`src/pkg/gtfm_defines.svh`:
```
// Constants for the gate and thermal fault manager.
// Assumes a 20 MHz clock and synchronous comparator inputs.
// Contract
// - Gate fault after drive timeout without level
// - Local shutdown choice in modes 00b, 11b
// - Mode field selects gate fault response
// - Latched mode holds fault until clear
// - Cycle mode clears fault on PWM edge
// - Warning mode sets warn and flag only
// - Disabled mode neither reacts nor reports
// - Hardware variant: cycle, 4 us, local, level 6
// - Overtemp warning latched until clear
// - Hardware variant ignores overtemp warning
// - Shutdown pulls gates, stops pump, latches fault
// - Hardware variant recovers after overtemp ends
// - Node sources need diagnostic enable
// - Diagnostics show live comparator state
// - Hardware variant has no offline diagnostics
// - Clear command clears flags, self-resets
`ifndef GTFM_DEFINES_SVH
`define GTFM_DEFINES_SVH
`define GTFM_CLK_MHZ        20
`define GTFM_GATE_DRIVE_TIMEOUT_HW_NS   4000
`define GTFM_GATE_DRIVE_TIMEOUT_HW_CYC  ((`GTFM_GATE_DRIVE_TIMEOUT_HW_NS * `GTFM_CLK_MHZ) / 1000)
`define GTFM_CNT_W          10
`define GTFM_NBR            2
`define GTFM_MODE_LATCH     2'h0
`define GTFM_MODE_CYCLE     2'h1
`define GTFM_MODE_WARN      2'h2
`define GTFM_MODE_DIS       2'h3
`define GTFM_BRG_INDEP      2'h0
`define GTFM_BRG_SPLIT      2'h3
`define GTFM_LVL_GDF_OFF    3'h6
`endif

```
`src/pkg/gtfm_pkg.sv`:
```
// Types for the gate and thermal fault manager.
// Assumes gtfm_defines.svh is included alongside.
package gtfm_pkg;
  typedef enum logic [1:0] {
    GTFM_ST_RUN  = 2'h0,
    GTFM_ST_FLT  = 2'h1,
    GTFM_ST_HOLD = 2'h2
  } gtfm_state_t;
endpackage

```
`src/design/gtfm_core.sv`:
```
// Gate fault, thermal and offline diagnostic manager of a half-bridge driver.
// Assumes synchronous inputs; register fields arrive as plain ports.
`timescale 1ns/10ps
`include "gtfm_defines.svh"
module gtfm_core
  import gtfm_pkg::*;
(
  input  wire logic        clk_i,
  input  wire logic        reset_i,
  input  wire logic        hw_variant_i,
  input  wire logic [2:0]  hw_cfg_level_i,
  input  wire logic [1:0]  gate_fault_mode_sel_i,
  input  wire logic        gate_fault_local_shutdown_i,
  input  wire logic [1:0]  bridge_ctrl_mode_i,
  input  wire logic [`GTFM_CNT_W-1:0] gate_drive_timeout_i,
  input  wire logic        clear_faults_cmd_i,
  input  wire logic        driver_enable_bit_i,
  input  wire logic        driver_off_in_i,
  input  wire logic [1:0]  gate_drive_on_i,
  input  wire logic [1:0]  gate_level_ok_i,
  input  wire logic [1:0]  pwm_in_i,
  input  wire logic        overtemp_warn_i,
  input  wire logic        overtemp_shutdown_i,
  input  wire logic        offline_diag_enable_i,
  input  wire logic [1:0]  node_pullup_src_en_i,
  input  wire logic [1:0]  node_pulldown_src_en_i,
  input  wire logic [1:0]  ds_comparator_i,
  output logic             fault_out_n_o,
  output logic             fault_summary_o,
  output logic             warn_summary_o,
  output logic [1:0]       gate_fault_flag_o,
  output logic             overtemp_warn_flag_o,
  output logic             overtemp_shutdown_flag_o,
  output logic [1:0]       drain_source_flag_o,
  output logic [1:0]       gate_pulldown_o,
  output logic             charge_pump_en_o,
  output logic [1:0]       node_pullup_on_o,
  output logic [1:0]       node_pulldown_on_o,
  output logic             clear_faults_ack_o
);

  // ==========================================================================
  // Effective configuration
  // ==========================================================================
  logic [1:0] mode_eff;
  logic       local_eff;
  logic [`GTFM_CNT_W-1:0] timeout_eff;
  logic       diag_ok;
  logic       clr;

  always_comb begin
    if (hw_variant_i) begin
      mode_eff = (hw_cfg_level_i == `GTFM_LVL_GDF_OFF) ?
                 `GTFM_MODE_DIS : `GTFM_MODE_CYCLE;
      local_eff   = 1'b1;
      timeout_eff = `GTFM_CNT_W'(`GTFM_GATE_DRIVE_TIMEOUT_HW_CYC);
    end else begin
      mode_eff    = gate_fault_mode_sel_i;
      local_eff   = gate_fault_local_shutdown_i;
      timeout_eff = gate_drive_timeout_i;
    end
  end

  assign clr     = clear_faults_cmd_i && !hw_variant_i;
  assign diag_ok = offline_diag_enable_i && !hw_variant_i;
  assign clear_faults_ack_o = clr;

  // ==========================================================================
  // Per half-bridge gate fault detection and response
  // ==========================================================================
  logic [1:0] detect;
  logic [1:0] active_q;
  logic [1:0] flag_q;
  logic [1:0] pwm_q;
  logic [1:0] warn_gdf_q;
  logic       bridge_local;

  assign bridge_local = local_eff &&
    (bridge_ctrl_mode_i == `GTFM_BRG_INDEP ||
     bridge_ctrl_mode_i == `GTFM_BRG_SPLIT);

  always_ff @(posedge clk_i) begin
    if (reset_i)
      pwm_q <= 2'h0;
    else
      pwm_q <= pwm_in_i;
  end

  genvar g;
  generate
    for (g = 0; g < `GTFM_NBR; g++) begin : g_br
      logic [`GTFM_CNT_W-1:0] cnt_q;
      gtfm_state_t st_q;

      // Timeout counter runs while gate driven but below level
      always_ff @(posedge clk_i) begin
        if (reset_i || !gate_drive_on_i[g] || gate_level_ok_i[g])
          cnt_q <= '0;
        else if (cnt_q <= timeout_eff)
          cnt_q <= cnt_q + `GTFM_CNT_W'(1);
      end
      assign detect[g] = (cnt_q > timeout_eff) &&
                         (mode_eff != `GTFM_MODE_DIS);

      always_ff @(posedge clk_i) begin
        if (reset_i)
          st_q <= GTFM_ST_RUN;
        else begin
          case (st_q)
            GTFM_ST_RUN: begin
              if (detect[g] && mode_eff == `GTFM_MODE_LATCH)
                st_q <= GTFM_ST_HOLD;
              else if (detect[g] && mode_eff == `GTFM_MODE_CYCLE)
                st_q <= GTFM_ST_FLT;
            end
            GTFM_ST_FLT: begin
              if (pwm_in_i[g] != pwm_q[g] && !detect[g])
                st_q <= GTFM_ST_RUN;
            end
            GTFM_ST_HOLD: begin
              if (clr)
                st_q <= GTFM_ST_RUN;
            end
            default: st_q <= GTFM_ST_RUN;
          endcase
        end
      end
      assign active_q[g] = (st_q != GTFM_ST_RUN);

      // Reported flag: set wins over clear
      always_ff @(posedge clk_i) begin
        if (reset_i)
          flag_q[g] <= 1'b0;
        else if (detect[g])
          flag_q[g] <= 1'b1;
        else if (clr)
          flag_q[g] <= 1'b0;
      end

      always_ff @(posedge clk_i) begin
        if (reset_i)
          warn_gdf_q[g] <= 1'b0;
        else if (detect[g] && mode_eff == `GTFM_MODE_WARN)
          warn_gdf_q[g] <= 1'b1;
        else if (clr)
          warn_gdf_q[g] <= 1'b0;
      end
    end
  endgenerate

  // ==========================================================================
  // Thermal warning and shutdown
  // ==========================================================================
  logic otw_q;
  logic overtemp_shutdown_flag_q;
  logic overtemp_shutdown_flag_act;

  always_ff @(posedge clk_i) begin
    if (reset_i)
      otw_q <= 1'b0;
    else if (overtemp_warn_i && !hw_variant_i)
      otw_q <= 1'b1;
    else if (clr)
      otw_q <= 1'b0;
  end

  always_ff @(posedge clk_i) begin
    if (reset_i)
      overtemp_shutdown_flag_q <= 1'b0;
    else if (overtemp_shutdown_i)
      overtemp_shutdown_flag_q <= 1'b1;
    else if (clr || hw_variant_i)
      overtemp_shutdown_flag_q <= 1'b0;
  end
  assign overtemp_shutdown_flag_act = overtemp_shutdown_flag_q || overtemp_shutdown_i;

  // ==========================================================================
  // Offline diagnostics
  // ==========================================================================
  always_ff @(posedge clk_i) begin
    if (reset_i) begin
      node_pullup_on_o   <= 2'h0;
      node_pulldown_on_o <= 2'h0;
    end else begin
      node_pullup_on_o   <= diag_ok ? node_pullup_src_en_i : 2'h0;
      node_pulldown_on_o <= diag_ok ? node_pulldown_src_en_i : 2'h0;
    end
  end

  always_ff @(posedge clk_i) begin
    if (reset_i)
      drain_source_flag_o <= 2'h0;
    else if (diag_ok)
      drain_source_flag_o <= ds_comparator_i;
    else if (clr)
      drain_source_flag_o <= 2'h0;
  end

  // ==========================================================================
  // Outputs
  // ==========================================================================
  logic       any_fault;
  logic [1:0] pd_d;
  logic       drv_off;

  assign any_fault = (|active_q) || overtemp_shutdown_flag_act;
  assign drv_off   = driver_off_in_i ||
                     (!driver_enable_bit_i && !hw_variant_i);

  always_comb begin
    for (int i = 0; i < `GTFM_NBR; i++) begin
      pd_d[i] = overtemp_shutdown_flag_act || drv_off ||
                (bridge_local ? active_q[i] : (|active_q));
    end
  end

  always_ff @(posedge clk_i) begin
    if (reset_i) begin
      gate_pulldown_o          <= 2'h3;
      charge_pump_en_o         <= 1'b0;
      fault_summary_o          <= 1'b0;
      fault_out_n_o            <= 1'b1;
      warn_summary_o           <= 1'b0;
      gate_fault_flag_o        <= 2'h0;
      overtemp_warn_flag_o     <= 1'b0;
      overtemp_shutdown_flag_o <= 1'b0;
    end else begin
      gate_pulldown_o          <= pd_d;
      charge_pump_en_o         <= !overtemp_shutdown_flag_act;
      fault_summary_o          <= any_fault;
      fault_out_n_o            <= !any_fault;
      warn_summary_o           <= otw_q || (|warn_gdf_q);
      gate_fault_flag_o        <= flag_q;
      overtemp_warn_flag_o     <= otw_q;
      overtemp_shutdown_flag_o <= overtemp_shutdown_flag_q;
    end
  end

  // ==========================================================================
  // Assertions
  // ==========================================================================
  property p_latch_hold;
    @(posedge clk_i) disable iff (reset_i)
      (detect[0] && mode_eff == `GTFM_MODE_LATCH && !clr) |=>
        ##1 (!fault_out_n_o && fault_summary_o);
  endproperty
  a_latch_hold: assert property (p_latch_hold)
    else $error("latched gate fault not reported");

  property p_disabled;
    @(posedge clk_i) disable iff (reset_i)
      (mode_eff == `GTFM_MODE_DIS) |=>
        ((flag_q & ~$past(flag_q)) == 2'h0 &&
         (warn_gdf_q & ~$past(warn_gdf_q)) == 2'h0);
  endproperty
  a_disabled: assert property (p_disabled)
    else $error("disabled mode detected a fault");

  property p_warn_only;
    @(posedge clk_i) disable iff (reset_i)
      ((|detect) && mode_eff == `GTFM_MODE_WARN) |=> ##1 warn_summary_o;
  endproperty
  a_warn_only: assert property (p_warn_only)
    else $error("warning mode did not set warn summary");

  property p_otw;
    @(posedge clk_i) disable iff (reset_i)
      (overtemp_warn_i && !hw_variant_i) |=> ##1 overtemp_warn_flag_o;
  endproperty
  a_otw: assert property (p_otw)
    else $error("overtemp warning not latched");

  property p_otw_hw;
    @(posedge clk_i) disable iff (reset_i)
      (hw_variant_i && !otw_q) |=> ##1 !overtemp_warn_flag_o;
  endproperty
  a_otw_hw: assert property (p_otw_hw)
    else $error("hardware variant reported overtemp warning");

  property p_overtemp_shutdown_flag;
    @(posedge clk_i) disable iff (reset_i)
      overtemp_shutdown_i |=> (!charge_pump_en_o && gate_pulldown_o == 2'h3);
  endproperty
  a_overtemp_shutdown_flag: assert property (p_overtemp_shutdown_flag)
    else $error("shutdown did not stop pump and pull gates");

  property p_src_gate;
    @(posedge clk_i) disable iff (reset_i)
      !diag_ok |=> (node_pullup_on_o == 2'h0 && node_pulldown_on_o == 2'h0);
  endproperty
  a_src_gate: assert property (p_src_gate)
    else $error("node source on without diagnostic enable");

  property p_ds_live;
    @(posedge clk_i) disable iff (reset_i)
      diag_ok |=> drain_source_flag_o == $past(ds_comparator_i);
  endproperty
  a_ds_live: assert property (p_ds_live)
    else $error("diagnostic status not live");

  property p_pd_off;
    @(posedge clk_i) disable iff (reset_i)
      driver_off_in_i |=> gate_pulldown_o == 2'h3;
  endproperty
  a_pd_off: assert property (p_pd_off)
    else $error("driver off did not pull gates low");

  c_cycle: cover property (@(posedge clk_i) disable iff (reset_i)
    detect[0] && mode_eff == `GTFM_MODE_CYCLE ##[1:20] !active_q[0]);
  c_latch_clr: cover property (@(posedge clk_i) disable iff (reset_i)
    active_q[0] && clr);
  c_overtemp_shutdown_flag: cover property (@(posedge clk_i) disable iff (reset_i)
    $rose(overtemp_shutdown_flag_q));
  c_diag: cover property (@(posedge clk_i) disable iff (reset_i)
    diag_ok && node_pullup_src_en_i != 2'h0);

endmodule

```
`config.mk`:
```
export PLATFORM = sky130hd
export DESIGN_NAME = gtfm_core
export DESIGN_NICKNAME = d
export VERILOG_FILES = /design/src/pkg/gtfm_pkg.sv /design/src/design/gtfm_core.sv
export VERILOG_INCLUDE_DIRS = /design/src /design/src/pkg
export SDC_FILE = /design/constraint.sdc
export NUM_CORES = 1
export LEC_CHECK = 0
export BUFFER_PORTS_ARGS = -buffer_cell sky130_fd_sc_hd__buf_2
export CORE_UTILIZATION = 40
export DETAILED_ROUTE_END_ITERATION = 16
export SLEW_MARGIN = 15
export SYNTH_ARGS = -nofsm -noshare
export SYNTH_HDL_FRONTEND = slang
export SYNTH_SLANG_ARGS = --single-unit
export TNS_END_PERCENT = 10
```
`constraint.sdc`:
```
create_clock -name clk_i -period 4.1 [get_ports clk_i]
set_input_delay 0.205 -clock clk_i [delete_from_list [all_inputs] [get_ports clk_i]]
set_output_delay 0.205 -clock clk_i [all_outputs]
set_load 0.05 [all_outputs]
```
==> results of run 1 <==
[logic make-up after synthesis]
kind of cell | after synthesis
simple gates | 108
compound gates | 73
flops | 48
fa+ha+maj | 21
buf+inv | 18
xor+xnor | 8
mux | 5
[report_power, final]
group / internal (W) / leakage [nW] / switching, W / total (W)
combinational: 0.0000394 / 0.711 / 0.0000681 / 0.000108
sequential: 0.000475 / 0.390 / 0.00000396 / 0.000479
clock: 0.000200 / 0.0614 / 0.000164 / 0.000364
total: 0.000714 / 1.16 / 0.000236 / 0.000950
[worst max-delay path, cell delays in order]
cell and delay, ns:
buf_2 0.20, inv_1 0.28, nand2_1 0.13, ha_1 0.31, a21o_1 0.17, maj3_2 0.31, a2111oi_2 0.68, o2111ai_2 0.23
or3_1 0.38, a21oi_1 0.13
[registers in the layout, summed over array words and instances, names as in the netlist]
signal	flops
warn_summary_o	1
g_br.st_q	4
charge_pump_en_o	1
fault_summary_o	1
overtemp_warn_flag_o	1
overtemp_shutdown_flag_q	1
node_pulldown_on_o	2
otw_q	1
flag_q	2
gate_fault_flag_o	2
node_pullup_on_o	2
g_br.cnt_q	20
gate_pulldown_o	2
pwm_q	2
warn_gdf_q	2
overtemp_shutdown_flag_o	1
drain_source_flag_o	2
fault_out_n_o	1
[cell usage after synthesis, drive strengths merged, types with 2 or more instances]
cell type / count
xor2: 3
nor3: 4
o2111ai: 2
clkbuf: 4
a22oi: 7
nand2: 22
a211oi: 3
ha: 20
a31oi: 2
o21ai: 23
nor2b: 9
or3b: 3
dfxtp: 48
o211ai: 2
nor3b: 3
mux2i: 4
nor2: 27
buf: 4
nand3: 10
nand4: 3
xnor2: 5
nor4: 3
a21oi: 22
or3: 13
nand2b: 3
a32oi: 2
and2: 6
inv: 10
[worst min path at each step]
| stage | startpoint | endpoint | slack [ns] | cells after the start |
|---|---|---|---|---|
| after floorplan | reset_i | charge_pump_en_o | 0.28 | 1 |
| after global placement | node_pullup_src_en_i[1] | node_pullup_on_o[1] | 0.41 | 2 |
| after detailed placement | node_pulldown_src_en_i[0] | node_pulldown_on_o[0] | 0.42 | 2 |
| after CTS | overtemp_shutdown_i | charge_pump_en_o | 0.09 | 2 |
| after global routing | node_pulldown_src_en_i[0] | node_pulldown_on_o[0] | 0.10 | 2 |
| final | overtemp_shutdown_i | charge_pump_en_o | 0.10 | 2 |
[per-stage QoR]
| stage | setup slack (ns) | util, % | hold slack, ns | cell area [µm²] | power [W] |
|---|---|---|---|---|---|
| final | 1.301 | 48.88 | 0.1044 | 2894 | 0.0009504 |
| after global routing | 1.048 | 48.88 | 0.1028 | 2894 | 0.0009921 |
| after CTS | 1.296 | 48.88 | 0.09474 | 2894 | 0.0009622 |
| after detailed placement | 0.9999 | 46.83 | 0.4161 | 2773 | 0.0005980 |
| after floorplan | 1.286 | - | 0.2834 | 2442 | 0.0005603 |
| after global placement | 1.103 | 46.83 | 0.4110 | 2773 | 0.0005968 |
[per-layer routing]
layer  global-route usage (%)  share of wire, %  wire length, µm
met5                        0                 0                0
met4                    3.750              0.78               42
met3                    3.068               3.5              187
met2                    29.15                46             2481
met1                    23.50                49             2640
[area by class of cell]
| class | count | area (µm²) | share of cell area [%] |
|---|---|---|---|
| inverters | 10 | 37.54 | 1.297 |
| multi-input cells | 215 | 1405 | 48.55 |
| well taps | 75 | 93.84 | 3.243 |
| repair buffers | 55 | 275.3 | 9.511 |
| clock buffers | 6 | 82.58 | 2.853 |
| flip-flops and latches | 48 | 960.9 | 33.20 |
| clock inverters | 2 | 38.79 | 1.340 |
==> metrics.json, run 1 <==
{
  "global_routing": {
    "antenna_found_initial": 0,
    "grt_remaining_overflow": 0,
    "grt_start_max_net_pins": 26,
    "via_count_of_the_first_global_routing_pass": 1944,
    "gr-usage-all-layers_pct": 17.49,
    "grt_first_pass_wirelength_um": 8935
  },
  "floorplan": {
    "pin_count": 56,
    "row_count": 28,
    "die_w_um": 80.14,
    "die_h_um": 80.14,
    "fp.dieArea_um2": 6422,
    "coreArea_um2": 5921,
    "floorplan.initialDensity_pct": 41.25
  },
  "critical_path": {
    "critical_path_peak_fanout": 19,
    "start_kind": "input port",
    "crit_path_required_time_ns": 4.33,
    "criticalPathCategory": "input port to register",
    "reg2reg_depth": 7,
    "reg2reg_to": "g_br[1].cnt_q[8]",
    "critical_path.reg2reg.startpoint": "g_br[1].cnt_q[3]",
    "worst_setup_path_end_kind": "register",
    "critical_path_arrival_ns": 3.03,
    "worst_setup_path_startpoint": "hw_variant_i",
    "crit_path_end": "g_br[1].cnt_q[8]",
    "rrSetupSlack_ns": 1.40
  },
  "detailed_routing": {
    "drtIter0Drc": 53,
    "route.detailed.vias_per_inst": 5.212,
    "route.vias.total": 2142,
    "detail_route.drc_violations": 0,
    "wirelength_um": 5352,
    "post_drt_wl_per_cell_um": 13.02,
    "detailedRoute.firstPassIterationCount": 4,
    "antenna_violating_nets_post_route": 0
  },
  "clock_network": {
    "cts-htree-levels": 2,
    "worst_skew_pair.late_latency_ns": 0.29,
    "clock_sink_count": 48,
    "clk_pin_slew_worst_paths_ns": 0.09,
    "cts.repair_timing.setup_buffer_count": 0,
    "cts_buffer_depth": 2,
    "root_driver": "clkbuf_8",
    "cts_buffers": 5,
    "cts_tree": "yes",
    "post_cts_hold_buffer_count": 0,
    "cts_resized": 0
  },
  "run_status": {
    "run_status": "complete, no violations"
  },
  "synth": {
    "synth_ff_type": "dfxtp_1",
    "synth_area_leaders": "dfxtp_1, ha_1, o21ai_0",
    "synth_compound_area_share_pct": 19.16,
    "avg_synthesized_cell_area_um2": 8.692,
    "synth_top_cell_by_area": "dfxtp_1",
    "syn_inst_count": 281,
    "synth_top_area_share_pct": 39.34,
    "synth-seq-cells": 48,
    "muxShareOfSynthArea_pct": 2.254,
    "synth_top_family_by_area": "simple AND/OR/NAND/NOR gates",
    "mappedNetlistArea_um2": 2442,
    "synth_simple_gate_area_share_pct": 22.54,
    "postSynth.asyncResetShare_pct": 0,
    "syn-num-nets": 340,
    "synth.yosys.seq_area_share_pct": 39.34,
    "adder_and_majority_cell_fraction_of_the_synthesized_area_pct": 10.71,
    "synth_warnings": 0,
    "xor_xnor_fraction_of_synth_area_pct": 2.869,
    "yosys.cell_types.count": 49,
    "synth_edf_count": 0
  },
  "placed_design": {
    "port_buffer_count": 55,
    "dpl.hpwl_um": 4009,
    "placed_insts": 403,
    "globalplace.congestion": 0.7870
  },
  "finish": {
    "nets": 394,
    "final_cell_mix": "buf_2, dfxtp_1, nor2_1, o21ai_0",
    "insertedDiodeCount": 0,
    "mostFrequentLayoutCell": "buf_2",
    "fill_cells": 598,
    "final_layout_size_suffix_gt1_share_pct": 21.43,
    "area.growth.synth_to_final_pct": 18.49,
    "final-instance-count-excl-fill": 411
  },
  "sta": {
    "period_share_pct": 68.27,
    "timing_worst_slew_pin_value_ns": 0.9465,
    "unrepaired_setup_endpoints_after_global_routing": "false",
    "finalHoldViolations": 0,
    "post-route-min-period_ns": 2.799,
    "finalSetupViolCount": 0,
    "maxSlewHeadroom_pct": 36.90,
    "totalNegativeSetupSlack_ns": 0,
    "timing.clock.skew_ns": 0.002596,
    "max_freq_mhz": 357.3,
    "drv_slew": 0
  },
  "min_path": {
    "hold_path.class": "input port to register"
  },
  "power_and_ir_drop": {
    "vdd_ir_drop_max_v": 0.0001764,
    "powerDensity_nw_per_um2": 328.4,
    "static-leakage-power_nw": 1.163
  },
  "run": {
    "drv.max_cap_violation_count": 0
  }
}
(Power assumes the default switching activity.)
==> run 2: changes to the inputs <==
Settings changed: ABC_AREA set to 1.
Clock period 4.1 ns to 2.5 ns, I/O delays scaled along.
==> metrics.json, run 2 <==
{
  "run_status": {
    "run_status": {"value": "complete, no violations", "change": "unchanged"}
  },
  "floorplan": {
    "coreArea": {"value": 6314, "unit": "µm²", "change": "was 5921 µm²"},
    "pin_count": {"value": 56, "change": "unchanged"},
    "floorplan.initialDensity": {"value": 41.44, "unit": "%", "change": "was 41.25%"},
    "row_count": {"value": 29, "change": "was 28"},
    "die_h": {"value": 82.88, "unit": "µm", "change": "was 80.14 µm"},
    "die_w": {"value": 82.88, "unit": "µm", "change": "was 80.14 µm"},
    "fp.dieArea": {"value": 6868, "unit": "µm²", "change": "was 6422 µm²"}
  },
  "sta": {
    "maxSlewHeadroom": {"value": 68.03, "unit": "%", "change": "was 36.90%"},
    "timing_worst_slew_pin_value": {"value": 0.4674, "unit": "ns", "change": "was 0.9465 ns"},
    "drv_slew": {"value": 0, "change": "unchanged"},
    "totalNegativeSetupSlack": {"value": 0, "unit": "ns", "change": "unchanged"},
    "unrepaired_setup_endpoints_after_global_routing": {"value": "false", "change": "unchanged"},
    "post-route-min-period_ns": 1.915,
    "timing.clock.skew": {"value": 0.007216, "unit": "ns", "change": "was 0.002596 ns"},
    "finalSetupViolCount": {"value": 0, "change": "unchanged"},
    "hold-worst-slack": {"value": 0.03506, "unit": "ns", "change": "was 0.1044 ns"},
    "max_freq_mhz": 522.2,
    "finalHoldViolations": {"value": 0, "change": "unchanged"},
    "period_share_pct": 76.60
  },
  "finish": {
    "largest_reg_flops": {"value": 20, "change": "unchanged"},
    "max_flop_register": {"value": "g_br.cnt_q", "change": "unchanged"},
    "final_cell_mix": {"value": "nand2_1, buf_2, dfxtp_1, inv_1, nor2_1", "change": "was buf_2, dfxtp_1, nor2_1, o21ai_0"},
    "final_layout_size_suffix_gt1_share": {"value": 18.29, "unit": "%", "change": "was 21.43%"},
    "mostFrequentLayoutCell": {"value": "nand2_1", "change": "was buf_2"},
    "insertedDiodeCount": {"value": 0, "change": "unchanged"},
    "nets": {"value": 479, "change": "was 394"},
    "area.growth.synth_to_final": {"value": 16.93, "unit": "%", "change": "was 18.49%"},
    "largest_registers": {"value": "g_br.cnt_q x20, g_br.st_q x4", "change": "unchanged"},
    "fill_cells": {"value": 673, "change": "was 598"},
    "post-route-util": {"value": 48.45, "unit": "%", "change": "was 48.88%"},
    "final-instance-count-excl-fill": {"value": 498, "change": "was 411"}
  },
  "synth": {
    "syn-num-nets": {"value": 421, "change": "was 340"},
    "synth_top_area_share": {"value": 36.73, "unit": "%", "change": "was 39.34%"},
    "syn_inst_count": {"value": 362, "change": "was 281"},
    "synth_area_leaders": {"value": "dfxtp_1, nand2_1, ha_1", "change": "was dfxtp_1, ha_1, o21ai_0"},
    "synth_edf_count": {"value": 0, "change": "unchanged"},
    "avg_synthesized_cell_area": {"value": 7.227, "unit": "µm²", "change": "was 8.692 µm²"},
    "synth-seq-cells": {"value": 48, "change": "unchanged"},
    "synth_warnings": {"value": 0, "change": "unchanged"},
    "synth.yosys.seq_area_share": {"value": 36.73, "unit": "%", "change": "was 39.34%"},
    "yosys.cell_types.count": {"value": 30, "change": "was 49"},
    "synth_top_cell_by_area": {"value": "dfxtp_1", "change": "unchanged"},
    "mappedNetlistArea": {"value": 2616, "unit": "µm²", "change": "was 2442 µm²"},
    "synth.top_cells.by_count": {"value": "nand2_1, dfxtp_1, inv_1", "change": "was dfxtp_1, nor2_1, o21ai_0"},
    "postSynth.asyncResetShare": {"value": 0, "unit": "%", "change": "unchanged"},
    "post-synth-top-count-cell": {"value": "nand2_1", "change": "was dfxtp_1"},
    "synth_ff_type": {"value": "dfxtp_1", "change": "unchanged"}
  },
  "min_path": {
    "hp-start": {"value": "node_pulldown_src_en_i[0]", "change": "was overtemp_shutdown_i"},
    "cell_depth_of_the_worst_hold_path": {"value": 3, "change": "was 2"},
    "hold_path.class": {"value": "input port to register", "change": "unchanged"},
    "timing.hold.worst_endpoint": {"value": "node_pulldown_on_o[0]", "change": "was charge_pump_en_o"}
  },
  "global_routing": {
    "grt_first_pass_wirelength": {"value": 10030, "unit": "µm", "change": "was 8935 µm"},
    "grt_remaining_overflow": {"value": 0, "change": "unchanged"},
    "antenna_found_initial": {"value": 0, "change": "unchanged"},
    "via_count_of_the_first_global_routing_pass": {"value": 2320, "change": "was 1,944"},
    "gr-usage-all-layers": {"value": 17.68, "unit": "%", "change": "was 17.49%"},
    "grt_start_max_net_pins": {"value": 20, "change": "was 26"}
  },
  "critical_path": {
    "reg2reg_depth": {"value": 10, "change": "was 7"},
    "rrSetupSlack": {"value": 0.59, "unit": "ns", "change": "was 1.40 ns"},
    "criticalPathCategory": {"value": "input port to register", "change": "unchanged"},
    "reg2reg_to": {"value": "g_br[0].st_q[0]", "change": "was g_br[1].cnt_q[8]"},
    "critical_path_peak_fanout": {"value": 12, "change": "was 19"},
    "start_kind": {"value": "input port", "change": "unchanged"},
    "critical_path.reg2reg.startpoint": {"value": "g_br[0].cnt_q[9]", "change": "was g_br[1].cnt_q[3]"},
    "critical_path_arrival": {"value": 2.11, "unit": "ns", "change": "was 3.03 ns"},
    "crit_path_required_time": {"value": 2.69, "unit": "ns", "change": "was 4.33 ns"},
    "worst_setup_path_end_kind": {"value": "register", "change": "unchanged"}
  },
  "clock_network": {
    "cts_tree": {"value": "yes", "change": "unchanged"},
    "worst_skew_pair.late_latency": {"value": 0.30, "unit": "ns", "change": "was 0.29 ns"},
    "clk_pin_slew_worst_paths": {"value": 0.09, "unit": "ns", "change": "about the same"},
    "cts_buffer_depth": {"value": 2, "change": "unchanged"},
    "cts.repair_timing.setup_buffer_count": {"value": 0, "change": "unchanged"},
    "cts_buffers": {"value": 5, "change": "unchanged"},
    "post_cts_hold_buffer_count": {"value": 0, "change": "unchanged"},
    "cts_resized": {"value": 0, "change": "unchanged"},
    "cts-htree-levels": {"value": 2, "change": "unchanged"},
    "root_driver": {"value": "clkbuf_8", "change": "unchanged"},
    "clock_sink_count": {"value": 48, "change": "unchanged"}
  },
  "detailed_routing": {
    "route.detailed.vias_per_inst": {"value": 5.030, "change": "was 5.212"},
    "drtIter0Drc": {"value": 81, "change": "was 53"},
    "antenna_violating_nets_post_route": {"value": 0, "change": "unchanged"},
    "detailedRoute.firstPassIterationCount": {"value": 4, "change": "unchanged"},
    "detail_route.drc_violations": {"value": 0, "change": "unchanged"},
    "post_drt_wl_per_cell": {"value": 11.78, "unit": "µm", "change": "was 13.02 µm"},
    "route.vias.total": {"value": 2505, "change": "was 2,142"},
    "wirelength": {"value": 5865, "unit": "µm", "change": "was 5352 µm"}
  },
  "placed_design": {
    "dpl.hpwl": {"value": 4643, "unit": "µm", "change": "was 4009 µm"},
    "placed_insts": {"value": 490, "change": "was 403"},
    "port_buffer_count": {"value": 55, "change": "unchanged"},
    "globalplace.congestion": {"value": 0.8116, "change": "was 0.7870"}
  },
  "power_and_ir_drop": {
    "p_total": {"value": 0.001451, "unit": "W", "change": "was 0.0009504 W"},
    "cell_internal_pwr": {"value": 0.001062, "unit": "W", "change": "was 0.0007140 W"},
    "vdd_ir_drop_max": {"value": 0.0003338, "unit": "V", "change": "was 0.0001764 V"},
    "p_switching": {"value": 0.0003882, "unit": "W", "change": "was 0.0002364 W"},
    "netSwitchingFraction": {"value": 26.76, "unit": "%", "change": "was 24.87%"},
    "clock_share_of_power": {"value": 33.7, "unit": "%", "change": "was 38.3%"},
    "power.combinational.fraction": {"value": 12.1, "unit": "%", "change": "was 11.3%"},
    "static-leakage-power": {"value": 1.447, "unit": "nW", "change": "was 1.163 nW"},
    "power_frac_seq": {"value": 54.2, "unit": "%", "change": "was 50.4%"},
    "powerDensity": {"value": 474.2, "unit": "nW/µm²", "change": "was 328.4 nW/µm²"}
  },
  "run": {
    "drv.max_cap_violation_count": {"value": 0, "change": "unchanged"}
  }
}
==> run 2: changes by cell type after synthesis, moves of 11 or more <==
cell | previous run | this run
inv_1 | 10 | 46
nand2_1 | 22 | 81
nand3_1 | 10 | 22
nor2_1 | 26 | 37
o21ai_0 | 23 | 12
or3_1 | 13 | 0
==> run 2: kinds of logic after synthesis <==
logic type	synth area share, %
AO/OA/AOI/OAI	13.49
XOR/XNOR	4.017
adder cells (fa/ha/maj)	9.565
buffers and inverters	8.752
flip-flops	36.73
AND/OR/NAND/NOR	27.45
==> run 2: per-stage QoR <==
stage / area [µm²] / worst slack [ns]
floorplan: 2616 / 0.5051
global placement: 2962 / 0.3327
detailed placement: 2962 / 0.2618
CTS: 3059 / 0.5631
global route: 3059 / 0.2347
finish: 3059 / 0.5849
==> run 2: worst max-delay path: stages <==
cell and delay [ns]:
buf_2 0.11, inv_1 0.27, nand2_1 0.15, ha_1 0.33, nand4_1 0.12, nor2_1 0.16
nand3_1 0.09, nand2_1 0.07, inv_2 0.04, nand2_1 0.08, nand2_1 0.24, o21ai_0 0.24
a21oi_1 0.08
==> run 2: worst max path at each step <==
stage,cells after the start,slack (ns),end,from
CTS,10,0.56,g_br[0].st_q[0],g_br[0].cnt_q[9]
finish,13,0.58,g_br[0].st_q[0],hw_variant_i
floorplan,15,0.51,g_br[0].cnt_q[2],hw_variant_i
global placement,13,0.33,g_br[0].st_q[0],hw_variant_i
detailed placement,13,0.26,g_br[0].st_q[0],hw_variant_i
global route,13,0.23,g_br[0].st_q[0],hw_variant_i
==> run 2: cell type report <==
type                            instances  area, µm²  area share [%]
Multi-Input combinational cell        259       1426           46.63
Sequential cell                        48      960.9           31.41
Clock buffer                            6      82.58           2.699
Clock inverter                          2      15.01          0.4908
Timing Repair Buffer                   58      297.8           9.734
Inverter                               48      180.2           5.890
Tap cell                               77      96.34           3.149
==> run 2: power groups by stage <==
| stage | Combinational (W) | Clock [W] | Sequential [W] |
|---|---|---|---|
| final | 0.000176 | 0.000489 | 0.000786 |
| after global routing | 0.000198 | 0.000529 | 0.000788 |
| after CTS | 0.000178 | 0.000508 | 0.000786 |
| after detailed placement | 0.000177 | 0 | 0.000804 |
| after global placement | 0.000175 | 0 | 0.000804 |
| after floorplan | 0.0000797 | 0 | 0.000837 |
==> run 2: per-layer routing <==
layer	GRT usage, %	up-vias	share of wire, %
li1	-	1299	-
met1	23.10	1146	47
met2	29.58	51	48
met3	3.280	9	3.5
met4	5.329	0	1.3
met5	0	-	0
